==> src/include/ocp_map.vh <==
// Register offsets, field positions, reset values and mode codes of the compare unit
`ifndef OCP_MAP_VH
`define OCP_MAP_VH

`define OCP_ADDR_W          8
`define OCP_OFS_CTRL        8'h00
`define OCP_OFS_CTRL_CLR    8'h04
`define OCP_OFS_CTRL_SET    8'h08
`define OCP_OFS_CTRL_INV    8'h0c
`define OCP_OFS_PRIMARY     8'h10
`define OCP_OFS_SECONDARY   8'h20
`define OCP_OFS_IRQ_STATUS  8'h30
`define OCP_OFS_IRQ_MASK    8'h34

`define OCP_BIT_ENABLE      15
`define OCP_BIT_IDLE_STOP   13
`define OCP_BIT_WIDE        5
`define OCP_BIT_FAULT       4
`define OCP_BIT_TSEL        3
`define OCP_MODE_HI         2
`define OCP_MODE_LO         0
`define OCP_CTRL_WMASK      32'h0000a02f

`define OCP_CTRL_RESET      32'h00000000
`define OCP_VALUE_RESET     32'h00000000

`define OCP_MODE_OFF        3'h0
`define OCP_MODE_RISE       3'h1
`define OCP_MODE_FALL       3'h2
`define OCP_MODE_TOGGLE     3'h3
`define OCP_MODE_ONE_PULSE  3'h4
`define OCP_MODE_PULSES     3'h5
`define OCP_MODE_PWM        3'h6
`define OCP_MODE_PWM_FAULT  3'h7

`define OCP_IRQ_W           3
`define OCP_IRQ_PRIMARY     0
`define OCP_IRQ_SECONDARY   1
`define OCP_IRQ_FAULT       2

`endif

==> src/logic/ocp_match.v <==
// Compare of the selected timer count against one compare value, 16 or 32 bits wide
`timescale 1ns/1ns
`default_nettype none

module ocp_match (
  // Operands
  input  wire [31:0] count,
  input  wire [31:0] value,
  input  wire        wide,
  // Result
  output wire        hit
);

  // Narrow mode ignores the upper halves of both operands
  assign hit = wide ? (count == value) : (count[15:0] == value[15:0]);

endmodule

`default_nettype wire

==> src/logic/ocp_unit.v <==
// Output compare unit with single-edge, toggle, pulse and PWM modes and a register port
//
// Our own choices: the strobed register port and the register addresses.
`timescale 1ns/1ns
`default_nettype none
`include "ocp_map.vh"

module ocp_unit (
  // Clock and reset
  input  wire        clock,
  input  wire        reset,
  // Register port
  input  wire [7:0]  reg_addr,
  input  wire [31:0] reg_wdata,
  input  wire        reg_write,
  input  wire        reg_read,
  output reg  [31:0] reg_rdata,
  // Timer counts and processor state
  input  wire [31:0] timer_x_count,
  input  wire [31:0] timer_y_count,
  input  wire        cpu_idle,
  // Fault pin, active low
  input  wire        fault_n,
  // Compare output pin and interrupt
  output reg         compare_output_pin,
  output wire        irq
);

  // ---------------------------------------------------------------
  // Pin synchroniser
  // ---------------------------------------------------------------
  reg fault_meta_n;
  reg fault_sync_n;

  always @(posedge clock) begin
    if (reset) begin
      fault_meta_n <= 1'b1;
      fault_sync_n <= 1'b1;
    end else begin
      fault_meta_n <= fault_n;
      fault_sync_n <= fault_meta_n;
    end
  end

  // ---------------------------------------------------------------
  // Registers
  // ---------------------------------------------------------------
  reg  [31:0]           compare_control;
  reg  [31:0]           primary_compare_value;
  reg  [31:0]           secondary_compare_value;
  reg  [`OCP_IRQ_W-1:0] irq_status;
  reg  [`OCP_IRQ_W-1:0] irq_mask;
  reg                   pwm_fault_flag;
  reg  [31:0]           next_control;

  wire [2:0] compare_mode_field = compare_control[`OCP_MODE_HI:`OCP_MODE_LO];
  wire       enable             = compare_control[`OCP_BIT_ENABLE];
  wire       idle_stop          = compare_control[`OCP_BIT_IDLE_STOP];
  wire       wide_compare_select = compare_control[`OCP_BIT_WIDE];
  wire       timebase_select    = compare_control[`OCP_BIT_TSEL];

  function is_pwm;
    input [2:0] mode;
    begin
      is_pwm = (mode == `OCP_MODE_PWM) || (mode == `OCP_MODE_PWM_FAULT);
    end
  endfunction

  function uses_secondary;
    input [2:0] mode;
    begin
      uses_secondary = mode[2];
    end
  endfunction

  // Alias writes touch only implemented writable bits
  always @* begin
    next_control = compare_control;
    case (reg_addr)
      `OCP_OFS_CTRL:     next_control = reg_wdata;
      `OCP_OFS_CTRL_CLR: next_control = compare_control & ~reg_wdata;
      `OCP_OFS_CTRL_SET: next_control = compare_control | reg_wdata;
      `OCP_OFS_CTRL_INV: next_control = compare_control ^ reg_wdata;
      default:           next_control = compare_control;
    endcase
    next_control = next_control & `OCP_CTRL_WMASK;
  end

  wire ctrl_hit = (reg_addr == `OCP_OFS_CTRL) || (reg_addr == `OCP_OFS_CTRL_CLR) ||
                  (reg_addr == `OCP_OFS_CTRL_SET) || (reg_addr == `OCP_OFS_CTRL_INV);

  // ---------------------------------------------------------------
  // Compare engine
  // ---------------------------------------------------------------
  wire        running = enable && !(idle_stop && cpu_idle);
  wire [31:0] count   = timebase_select ? timer_y_count : timer_x_count;
  wire        hit_primary;
  wire        hit_secondary;
  reg  [31:0] count_seen;
  reg         seen_valid;

  ocp_match u_match_primary (
    .count (count),
    .value (primary_compare_value),
    .wide  (wide_compare_select),
    .hit   (hit_primary)
  );

  ocp_match u_match_secondary (
    .count (count),
    .value (secondary_compare_value),
    .wide  (wide_compare_select),
    .hit   (hit_secondary)
  );

  // A timer that sits on a matching value gives one event, not one per cycle
  wire count_moved = !seen_valid || (count != count_seen);
  wire ev_primary   = running && count_moved && hit_primary;
  wire ev_secondary = running && count_moved && hit_secondary &&
                      uses_secondary(compare_mode_field);
  wire fault_now    = running && !fault_sync_n &&
                      (compare_mode_field == `OCP_MODE_PWM_FAULT);

  reg [2:0] mode_seen;
  reg       pulse_done;
  wire      mode_change = (compare_mode_field != mode_seen);

  always @(posedge clock) begin
    if (reset) begin
      count_seen <= 32'h00000000;
      seen_valid <= 1'b0;
    end else begin
      count_seen <= count;
      seen_valid <= running;
    end
  end

  // Output pin state; a mode change reinitialises the pin level, except a change to toggle mode, which keeps it
  always @(posedge clock) begin
    if (reset) begin
      compare_output_pin <= 1'b0;
      mode_seen          <= `OCP_MODE_OFF;
      pulse_done         <= 1'b0;
    end else begin
      mode_seen <= compare_mode_field;
      if (!enable) begin
        compare_output_pin <= 1'b0;
        pulse_done         <= 1'b0;
        // Forget the mode so that turning on re-runs its pin start-up level
        mode_seen          <= `OCP_MODE_OFF;
      end else if (mode_change) begin
        pulse_done <= 1'b0;
        case (compare_mode_field)
          `OCP_MODE_FALL:     compare_output_pin <= 1'b1;
          `OCP_MODE_TOGGLE:   compare_output_pin <= compare_output_pin;
          default:            compare_output_pin <= 1'b0;
        endcase
      end else begin
        case (compare_mode_field)
          `OCP_MODE_OFF: begin
            compare_output_pin <= compare_output_pin;
          end
          `OCP_MODE_RISE: begin
            if (ev_primary) begin
              compare_output_pin <= 1'b1;
            end
          end
          `OCP_MODE_FALL: begin
            if (ev_primary) begin
              compare_output_pin <= 1'b0;
            end
          end
          `OCP_MODE_TOGGLE: begin
            if (ev_primary) begin
              compare_output_pin <= !compare_output_pin;
            end
          end
          `OCP_MODE_ONE_PULSE: begin
            if (ev_primary && !pulse_done && !compare_output_pin) begin
              compare_output_pin <= 1'b1;
            end else if (ev_secondary && compare_output_pin) begin
              compare_output_pin <= 1'b0;
              pulse_done         <= 1'b1;
            end
          end
          `OCP_MODE_PULSES: begin
            if (ev_primary) begin
              compare_output_pin <= 1'b1;
            end else if (ev_secondary) begin
              compare_output_pin <= 1'b0;
            end
          end
          default: begin
            // PWM: high from the primary match, low at the secondary match
            if (fault_now || pwm_fault_flag) begin
              compare_output_pin <= 1'b0;
            end else if (ev_primary) begin
              compare_output_pin <= 1'b1;
            end else if (ev_secondary) begin
              compare_output_pin <= 1'b0;
            end
          end
        endcase
      end
    end
  end

  // Fault flag is cleared by hardware only, when fault mode is left or the unit turned off
  always @(posedge clock) begin
    if (reset) begin
      pwm_fault_flag <= 1'b0;
    end else if (fault_now) begin
      pwm_fault_flag <= 1'b1;
    end else if (!enable || compare_mode_field != `OCP_MODE_PWM_FAULT) begin
      pwm_fault_flag <= 1'b0;
    end
  end

  // ---------------------------------------------------------------
  // Register writes
  // ---------------------------------------------------------------
  always @(posedge clock) begin
    if (reset) begin
      compare_control         <= `OCP_CTRL_RESET;
      primary_compare_value   <= `OCP_VALUE_RESET;
      secondary_compare_value <= `OCP_VALUE_RESET;
      irq_mask                <= {`OCP_IRQ_W{1'b0}};
    end else if (reg_write) begin
      if (ctrl_hit) begin
        compare_control <= next_control;
      end
      if (reg_addr == `OCP_OFS_PRIMARY) begin
        primary_compare_value <= reg_wdata;
      end
      if (reg_addr == `OCP_OFS_SECONDARY) begin
        secondary_compare_value <= reg_wdata;
      end
      if (reg_addr == `OCP_OFS_IRQ_MASK) begin
        irq_mask <= reg_wdata[`OCP_IRQ_W-1:0];
      end
    end
  end

  // ---------------------------------------------------------------
  // Interrupt status
  // ---------------------------------------------------------------
  wire [`OCP_IRQ_W-1:0] irq_events = {fault_now, ev_secondary, ev_primary};
  wire                  status_rd  = reg_read && (reg_addr == `OCP_OFS_IRQ_STATUS);

  // Read clears; an event in the same cycle survives the clear
  always @(posedge clock) begin
    if (reset) begin
      irq_status <= {`OCP_IRQ_W{1'b0}};
    end else if (status_rd) begin
      irq_status <= irq_events;
    end else begin
      irq_status <= irq_status | irq_events;
    end
  end

  assign irq = |(irq_status & irq_mask);

  // ---------------------------------------------------------------
  // Register reads
  // ---------------------------------------------------------------
  reg [31:0] read_value;

  always @* begin
    read_value = 32'h00000000;
    case (reg_addr)
      `OCP_OFS_CTRL, `OCP_OFS_CTRL_CLR, `OCP_OFS_CTRL_SET, `OCP_OFS_CTRL_INV: begin
        read_value = compare_control & `OCP_CTRL_WMASK;
        read_value[`OCP_BIT_FAULT] = pwm_fault_flag &&
          (compare_mode_field == `OCP_MODE_PWM_FAULT);
      end
      `OCP_OFS_PRIMARY:    read_value = primary_compare_value;
      `OCP_OFS_SECONDARY:  read_value = secondary_compare_value;
      `OCP_OFS_IRQ_STATUS: read_value = {29'h0, irq_status};
      `OCP_OFS_IRQ_MASK:   read_value = {29'h0, irq_mask};
      default:             read_value = 32'h00000000;
    endcase
  end

  always @(posedge clock) begin
    if (reset) begin
      reg_rdata <= 32'h00000000;
    end else if (reg_read) begin
      reg_rdata <= read_value;
    end else begin
      reg_rdata <= 32'h00000000;
    end
  end

endmodule

`default_nettype wire

==> config.mk <==
export PLATFORM = sky130hd
export DESIGN_NAME = ocp_unit
export DESIGN_NICKNAME = d
export VERILOG_FILES = /design/src/logic/ocp_match.v /design/src/logic/ocp_unit.v
export VERILOG_INCLUDE_DIRS = /design/src /design/src/include
export SDC_FILE = /design/constraint.sdc
export NUM_CORES = 1
export LEC_CHECK = 0
export ABC_AREA = 1
export BUFFER_PORTS_ARGS = -buffer_cell sky130_fd_sc_hd__buf_2
export CORE_MARGIN = 2
export CORE_UTILIZATION = 55
export CTS_CLUSTER_SIZE = 8
export DETAILED_ROUTE_END_ITERATION = 10
export PLACE_DENSITY = 0.75
export REMOVE_ABC_BUFFERS = 1
export SETUP_SLACK_MARGIN = 0.5
export SYNTH_ARGS = -nofsm -noshare
export SYNTH_HDL_FRONTEND = slang
export SYNTH_HIERARCHICAL = 1
export SYNTH_SLANG_ARGS = --single-unit
export TNS_END_PERCENT = 5
==> constraint.sdc <==
create_clock -name clock -period 6.37 [get_ports clock]
set_clock_uncertainty 0.15 [all_clocks]
set_input_delay 0.3185 -clock clock [delete_from_list [all_inputs] [get_ports clock]]
set_output_delay 0.3185 -clock clock [all_outputs]
set_load 0.02 [all_outputs]
Word level (Yosys, flattened, before mapping) --
Cells that the tools add are included.
Storage, ports and cells: latch bits 0, memories kept 0, bits in writable memories 0, bits in read-only memories 0, register bits 150
Operators by class: shifts and indexed selects 0, multiply operators 0, $lt $le $gt $ge 0, add/subtract/negate cells 0, reduce and logical (&&, ||, !) cells 40, bitwise operators 9, multiplexer cells 19, div/mod/pow operators 0, eq/ne operators 26
Operators with widths (number):
- 32-bit case mux with 5 select lines | 1
- 32-bit equality test | 2
- 16-bit case mux with 4 select lines | 1
- 16-bit equality test | 2
- 32-bit two-way mux | 1
- 32-bit inequality test | 1
- 8-bit by 6-bit equality test with 1-bit output, second input constant | 3
- 16-bit AND | 1
- 8-bit by 4-bit equality test with 1-bit output, second input constant | 2
- 16-bit inverter | 1
- 16-bit bitwise OR | 1
- 16-bit bitwise XOR | 1
- 1-bit logical AND | 13
- 1-bit two-way mux | 13
- 3-bit equality test, second input constant | 3
- 3-bit inequality test, second input constant | 3
- 8-bit by 3-bit equality test with 1-bit output, second input constant | 1
- 8-bit by 5-bit equality test with 1-bit output, second input constant | 1
- 8-bit logical NOT | 1
- 3-bit by 2-bit equality test with 1-bit output, second input constant | 2
- 1-bit logical NOT | 6
- 1-bit logical OR | 6
- 2-bit inequality test, second input constant | 3
- 1-bit case mux with 6 select lines | 1
- other kinds (17) | 24

Longest topological paths before layout --
Gate-level depths: netlist of the first run.
depth in word-level cells 11, depth in mapped cells 22, mapped depth without buffers 21

Modules after synthesis --
Netlist of the first run, hierarchy kept.
By module, submodules not included:
- ocp_unit | instances 1, cells each 965, area each 6777.8 um2, seq. area each 3002.9 um2
- ocp_match | instances 2, cells each 139, area each 576.8 um2, seq. area each 0.0 um2

Worst setup path after synthesis of the first run --
OpenSTA, ideal clock, no wires.
path kind register to register, start reg compare_control[3], end reg compare_output_pin, library setup time 0.070 ns, path slack 4.126 ns, required time 6.150 ns, arrival 2.024 ns, cell stages (with the launch flop) 20, buffers on the path 1, path through dfxtp_1 -> inv_2 -> buf_4 -> o21ai_1 -> inv_1 -> nand2_1 -> nand2_1 -> nor2_1 -> nand2_1 -> nor2_1 -> nand2_1 -> a21oi_2 -> nand2_1 -> inv_1 -> nand4_1 -> nand3_1 -> nand2_1 -> nor2_1 -> nand2_1 -> a21oi_1
RTL lines:
- start: declaration | RTL line ocp_unit.v:48 | reg [31:0] compare_control;
- start signal: assignment | RTL line ocp_unit.v:224 | compare_control <= `OCP_CTRL_RESET;
- start signal: assignment | RTL line ocp_unit.v:230 | compare_control <= next_control;
- 32-bit two-way mux * | RTL line ocp_unit.v:96 | wire [31:0] count = timebase_select ? timer_y_count : timer_x_count;
- via count[24] | RTL line ocp_unit.v:96
- 32-bit equality test * | RTL line ocp_match.v:15 | assign hit = wide ? (count == value) : (count[15:0] == value[15:0]);
- 1-bit two-way mux * | RTL line ocp_match.v:15
- via hit_secondary | RTL line ocp_unit.v:98 | wire hit_secondary;
- 1-bit logical AND * (2 in a row) | RTL line ocp_unit.v:119 | wire ev_secondary = running && count_moved && hit_secondary &&
- 1-bit two-way mux
- 1-bit two-way mux | RTL line ocp_unit.v:187 | if (ev_primary) begin
- 1-bit two-way mux | RTL line ocp_unit.v:195 | if (fault_now || pwm_fault_flag) begin
- 1-bit case mux with 6 select lines | RTL line ocp_unit.v:159 | case (compare_mode_field)
- 1-bit two-way mux | RTL line ocp_unit.v:151 | end else if (mode_change) begin
- end signal: assignment | RTL line ocp_unit.v:155 | `OCP_MODE_TOGGLE: compare_output_pin <= compare_output_pin;
- end signal: assignment | RTL line ocp_unit.v:161 | compare_output_pin <= compare_output_pin;
- end signal: assignment | RTL line ocp_unit.v:175 | compare_output_pin <= !compare_output_pin;
- end: declaration | RTL line ocp_unit.v:25 | output reg compare_output_pin,
Mark *: on every way through the listed nets, which the timed path passes. The rest lies on a longest branch. A chain may end at the register's enable or synchronous reset.

Worst setup path after layout of the first run --
start reg compare_control[3], end reg compare_output_pin
RTL lines:
- 32-bit two-way mux * | RTL line ocp_unit.v:96
- via count[27] | RTL line ocp_unit.v:96
- 32-bit equality test * | RTL line ocp_match.v:15
- 1-bit two-way mux * | RTL line ocp_match.v:15
- via hit_primary | RTL line ocp_unit.v:97 | wire hit_primary;
- 1-bit logical AND * | RTL line ocp_unit.v:118 | wire ev_primary = running && count_moved && hit_primary;
- 1-bit logical AND (2 in a row) | RTL line ocp_unit.v:179 | if (ev_primary && !pulse_done && !compare_output_pin) begin
- 1-bit two-way mux | RTL line ocp_unit.v:179
- 1-bit case mux with 6 select lines | RTL line ocp_unit.v:159
- 1-bit two-way mux | RTL line ocp_unit.v:151
Marked as above.

==> results of run 1 <==
[metrics by stage]
stage               power [mW]  instances
finish                    2.13       1584
global route              2.21       1584
CTS                       2.14       1584
detailed placement        1.15       1529
global placement          1.15       1529
floorplan                 1.08       1198
[layer usage]
metal / routed length, µm / global-route usage
met4: 502 / 0.103
met2: 9850 / 0.482
met1: 9610 / 0.367
met3: 1480 / 0.0582
met5: 0 / 0
[flip-flops by register name (all words and copies together) (netlist names)]
name	count
pulse_done	1
primary_compare_value	32
count_seen	32
fault_sync_n	1
irq_status	3
fault_meta_n	1
mode_seen	3
secondary_compare_value	32
seen_valid	1
reg_rdata	32
pwm_fault_flag	1
compare_control	7
irq_mask	3
compare_output_pin	1
[path summary, 6_finish.rpt]
| kind | slack, ns | from | depth (start not counted) | end |
|---|---|---|---|---|
| setup / recovery | 3.27 | compare_control[3] | 17 | compare_output_pin |
| hold / removal | 0.01 | reg_wdata[7] | 3 | secondary_compare_value[7] |
| setup reg to reg | 3.27 | compare_control[3] | 17 | compare_output_pin |
| hold reg to reg | 0.26 | fault_meta_n | 1 | fault_sync_n |
[power breakdown]
part	total, mW	internal (mW)	switching, mW
clock network	0.986	0.593	0.393
registers	0.958	0.951	0.00687
logic	0.184	0.0760	0.108
total	2.13	1.62	0.508
[layout make-up]
class	instances	area, µm²
Clock inverter	12	130
Fill cell	1272	4460
Multi-Input combinational cell	875	4060
Tap cell	180	225
Timing Repair Buffer	175	1020
Clock buffer	19	453
Inverter	173	649
Sequential cell	150	3000
[cell usage after synthesis]
| library cell | instances | area, µm² |
|---|---|---|
| clkbuf_1 | 30 | 113 |
| o31ai_1 | 1 | 7.51 |
| a221oi_1 | 8 | 70.1 |
| nand3_2 | 1 | 10.0 |
| inv_2 | 7 | 26.3 |
| nand2_4 | 2 | 22.5 |
| ha_1 | 14 | 175 |
| nand3_1 | 23 | 115 |
| buf_4 | 6 | 45.0 |
| xnor2_1 | 3 | 26.3 |
| o21ai_2 | 3 | 26.3 |
| o21ai_1 | 16 | 80.1 |
| nand3b_1 | 8 | 60.1 |
| a21oi_2 | 2 | 17.5 |
| or2_2 | 2 | 12.5 |
| buf_6 | 3 | 33.8 |
| o211ai_1 | 1 | 7.51 |
| nand2_1 | 326 | 1220 |
| o221ai_1 | 1 | 8.76 |
| inv_1 | 166 | 623 |
| nand4_1 | 6 | 37.5 |
| a31oi_1 | 7 | 43.8 |
| buf_2 | 3 | 15.0 |
| nor3_4 | 2 | 32.5 |
| xor2_1 | 21 | 184 |
| o22ai_1 | 2 | 12.5 |
| a21oi_1 | 65 | 325 |
| nor2_2 | 3 | 18.8 |
| buf_8 | 1 | 15.0 |
| dfxtp_1 | 150 | 3000 |
| buf_1 | 2 | 7.51 |
| a211oi_1 | 1 | 7.51 |
| o21ai_0 | 85 | 425 |
| o21a_1 | 1 | 7.51 |
| nor2_1 | 249 | 935 |
| nand2_2 | 9 | 56.3 |
| o32ai_1 | 8 | 70.1 |
| nor4_1 | 3 | 18.8 |
| nor3_1 | 1 | 5.00 |
| a21boi_0 | 1 | 7.51 |
[logic make-up after synthesis]
logic type / after synthesis
fa+ha+maj: 14
buf+inv: 218
xor+xnor: 24
compound gates: 202
flops: 150
simple gates: 635
[critical path, cell delays in order (launching register included)]
cell	delay [ns]
dfxtp_2	0.33
buf_4	0.50
o21ai_0	0.39
inv_1	0.22
nand2_1	0.07
inv_1	0.05
nor2_1	0.03
nor2_1	0.11
nand2_1	0.11
nor2_1	0.12
nand2_1	0.08
a21oi_2	0.17
nand3_1	0.15
o21ai_1	0.15
nand2_1	0.08
nor2_1	0.09
nand2_1	0.06
a21oi_1	0.11
[timing repair]
| item | CTS | global route |
|---|---|---|
| resized for setup | 0 | 0 |
| hold buffers | 24 | 0 |
| endpoints found under the hold margin | 39 | 0 |
==> flow_summary.toml, run 1 <==
[outcome]
status = "finished clean"

[setup_path]
startpoint_type = "flip-flop"
cp_max_fo = 48
critPathCaptureType = "flip-flop"
worstSetupPathType = "reg2reg"
crit_arrival_ns = 3.30
crit_required_ns = 6.58

[worst_hold_path]
min_path_type = "in2reg"

[die]
die_h_um = 124
num_rows = 43
start_util = 0.567
die_w_um = 124
die_area_um2 = 15400
coreArea_um2 = 14000
num_io_pins = 144

[synth]
syn-cell-area_um2 = 7930
synth-seq-cells = 150
ys_seq_area_frac = 0.379
syn-mean-instance-area_um2 = 6.38
synth-simple-area-share = 0.321
synth_cells = 1243
yosys_warnings = 6
synth_xor_area_frac = 0.0265
synth-compound-area-share = 0.141
synth.area.mux_share = 0
synth_top_family_by_area = "simple AND/OR/NAND/NOR gates"
ys_types = 40
synthAdderAreaFrac = 0.0221

[sta]
min_period_ns = 3.10
max_freq_mhz = 323
max_slew_margin = 0.378
setup_tns_ns = 0
worst_pin_slew_ns = 0.930
fin_ws_ns = 3.27
whs_ns = 0.00952
rsz0062_at_grt = "false"
min_period_over_period = 0.486
finalSetupViolCount = 0
finalHoldViolCount = 0
slew_viol_final = 0

[cts]
cts.htree.levels = 4
numCtsBuffers = 17
clkLatencyLatePin_ns = 0.42
ctsRootBufferMaster = "clkbuf_16"
cts_tree = "built"
cts.sinks = 150
post-cts-setup-buffers = 0
cts_buffer_depth = 2
cts.clk_slew.worst_paths_ns = 0.06

[power_and_ir_drop]
p_leak_nw = 4.78
peakVddDrop_mv = 0.211
cellPowerDensity_nw_per_um2 = 223

[place]
placed_area_um2 = 8710
hpwl_mm = 14.7
post-place-ws_ns = 2.99
finalWeightedCongestion = 0.863
io_buffers = 143

[final_layout]
diodes = 0
nNetsFinal = 1516
layout_common_cells = "nand2_1, nor2_1, inv_1"
syn_to_final_growth_pct = 20.2
final_util = 0.681
final_area_um2 = 9530
final_common_cell = "nand2_1"
layout-drive-gt1-share = 0.154

[global_routing]
antenna_found_initial = 0
grt_pass1_wl_mm = 34.3
grt_max_degree = 77
grt_usage = 0.288
grt_pass1_vias = 7238
gr-total-overflow = 0

[drt]
drt-initial-drc-count = 674
wire_per_inst_um = 13.5
ant_nets = 0
vias = 8104
drc = 0
routed_wirelength_mm = 21.4
firstDrtPassIters = 5
post_drt_via_cell_ratio = 5.12

[flow_run]
cap_violations = 0
No activity file was read; power rests on OpenSTA's default activity.
==> run 2, diff against run 1 <==
Clock period 6.37 ns to 3.1 ns, I/O delays scaled along.
==> flow_summary.toml, run 2 (synthesis gave the netlist of run 1 again) <==
[drt]
drc = 0
drt-initial-drc-count = 720
firstDrtPassIters = 5
post_drt_via_cell_ratio = 5.22
wire_per_inst_um = 14.7
routed_wirelength_mm = 24.4
ant_nets = 0
vias = 8681

[die]
num_rows = 43
die_w_um = 124
coreArea_um2 = 14000
start_util = 0.567
die_area_um2 = 15400
num_io_pins = 144
die_h_um = 124

[sta]
worst_pin_slew_ns = 0.696
slew_viol_final = 0
rsz0062_at_grt = "true"
max_freq_mhz = 394
setup_tns_ns = 0
whs_ns = -0.0192
finalHoldViolCount = 1
finalSetupViolCount = 0
min_period_over_period = 0.818
max_slew_margin = 0.536
min_period_ns = 2.54

[power_and_ir_drop]
p_sw_mw = 1.07
cellPowerDensity_nw_per_um2 = 431
combPwrFrac = 0.104
p_seq_frac = 0.434
p_leak_nw = 5.20
internal-power_mw = 3.47
clockPowerShare = 0.462
peakVddDrop_mv = 0.362
switching_share = 0.235

[outcome]
status = "finished with violations"
violations = "negative hold slack"

[final_layout]
layout_common_cells = "nand2_1, nor2_1, inv_1"
nNetsFinal = 1596
final_common_cell = "nand2_1"
final_area_um2 = 10500
fin_cells = 1663
syn_to_final_growth_pct = 32.7
diodes = 0
layout-drive-gt1-share = 0.174

[setup_path]
cpPeakStageDelay_ns = 0.42
critPathCaptureType = "flip-flop"
crit_top_cell = "nand2_1"
crit_required_ns = 3.31
ff2ff_setup_slack_ns = 0.56
critPathSlowestCell = "dfxtp_4"
worstSetupPathType = "reg2reg"
crit_chain = "buf_12 -> nand2_1 -> o21ai_2 -> inv_1 -> xor2_1 -> nor2_1 -> nand2_1 -> nor2_1 -> nand2_1 -> a21oi_2 -> nand2_1 -> inv_2 -> nand4_1 -> nand3_1 -> nand2_1 -> nor2_1 -> nand2_1 -> a21oi_2"
startpoint_type = "flip-flop"
crit_arrival_ns = 2.75
cp_max_fo = 16

[place]
finalWeightedCongestion = 0.948
placed_area_um2 = 8790
hpwl_mm = 15.2
place_inst = 1537
io_buffers = 143

[global_routing]
grt_max_degree = 77
grt_pass1_vias = 7948
grt_pass1_wl_mm = 37.7
gr-total-overflow = 0
grt_usage = 0.318
antenna_found_initial = 0

[cts]
ctsRootBufferMaster = "clkbuf_16"
cts.clk_slew.worst_paths_ns = 0.06
cts.htree.levels = 4
cts.sinks = 150
numCtsBuffers = 17
clkLatencyLatePin_ns = 0.43
cts_tree = "built"
cts_buffer_depth = 2

[flow_run]
cap_violations = 0

[worst_hold_path]
min_path_type = "in2reg"
==> run 2: changes by cell type in the layout (fill, tap and decap cells not counted), sizes merged, moves of 4 or more <==
cell         before  now
buf             151  164
clkbuf           19   23
clkinvlp          5    1
dlygate4sd3      24   89
==> run 2: repair_timing <==
item                                    CTS  global route
hold endpoints to repair                104             1
hold buffers                             88             1
endpoints found under the setup margin    1             2
cloned                                    1             2
pin swaps                                 0             8
buffers inserted                          3             1
gates resized for setup                   3            44
==> run 2: metrics by stage <==
step | setup WS [ns] | power [mW] | util
3_5_place_dp | 0.408 | 2.36 | 0.629
4_1_cts | 0.551 | 4.50 | 0.738
3_3_place_gp | 0.469 | 2.36 | 0.629
2_1_floorplan | -0.328 | 2.21 | -
5_1_grt | 0.356 | 4.69 | 0.752
6_report | 0.564 | 4.53 | 0.752
==> run 2: area by class of cell <==
type,count,area [µm²]
fill,1101,3470
sequential,150,3010
multi-input combinational,875,4160
timing repair buffer,255,1890
clock inverter,9,126
inverter,173,654
tap,180,225
clock buffer,21,460
==> run 2: final timing paths <==
check / startpoint / endpoint / depth (start not counted)
worst min register to register: fault_meta_n / fault_sync_n / 1
worst max register to register: compare_control[3] / compare_output_pin / 18
worst max-delay path: compare_control[3] / compare_output_pin / 18
worst min-delay path: timer_x_count[21] / count_seen[21] / 5
==> run 2: power groups by stage <==
| stage | clock network, mW | registers [mW] | logic, mW |
|---|---|---|---|
| after floorplan | 0 | 2.01 | 0.203 |
| after global placement | 0 | 2.01 | 0.347 |
| after detailed placement | 0 | 2.01 | 0.353 |
| after CTS | 2.09 | 1.97 | 0.443 |
| after global routing | 2.20 | 1.97 | 0.520 |
| final | 2.10 | 1.97 | 0.469 |
==> run 2: per-layer routing <==
layer	part of all wire	GRT usage
met1	0.42	0.390
met2	0.48	0.540
met3	0.074	0.0710
met4	0.023	0.125
met5	0	0
==> run 2: critical path, delay by kind of cell, from the launching register on <==
kind | cells | cell delay [ns]
DFF | 1 | 0.42
buffers and inverters | 3 | 0.37
AOI/OAI and AO/OA | 3 | 0.30
and+or+nand+nor | 11 | 1.07
xor gates and xnor gates | 1 | 0.16
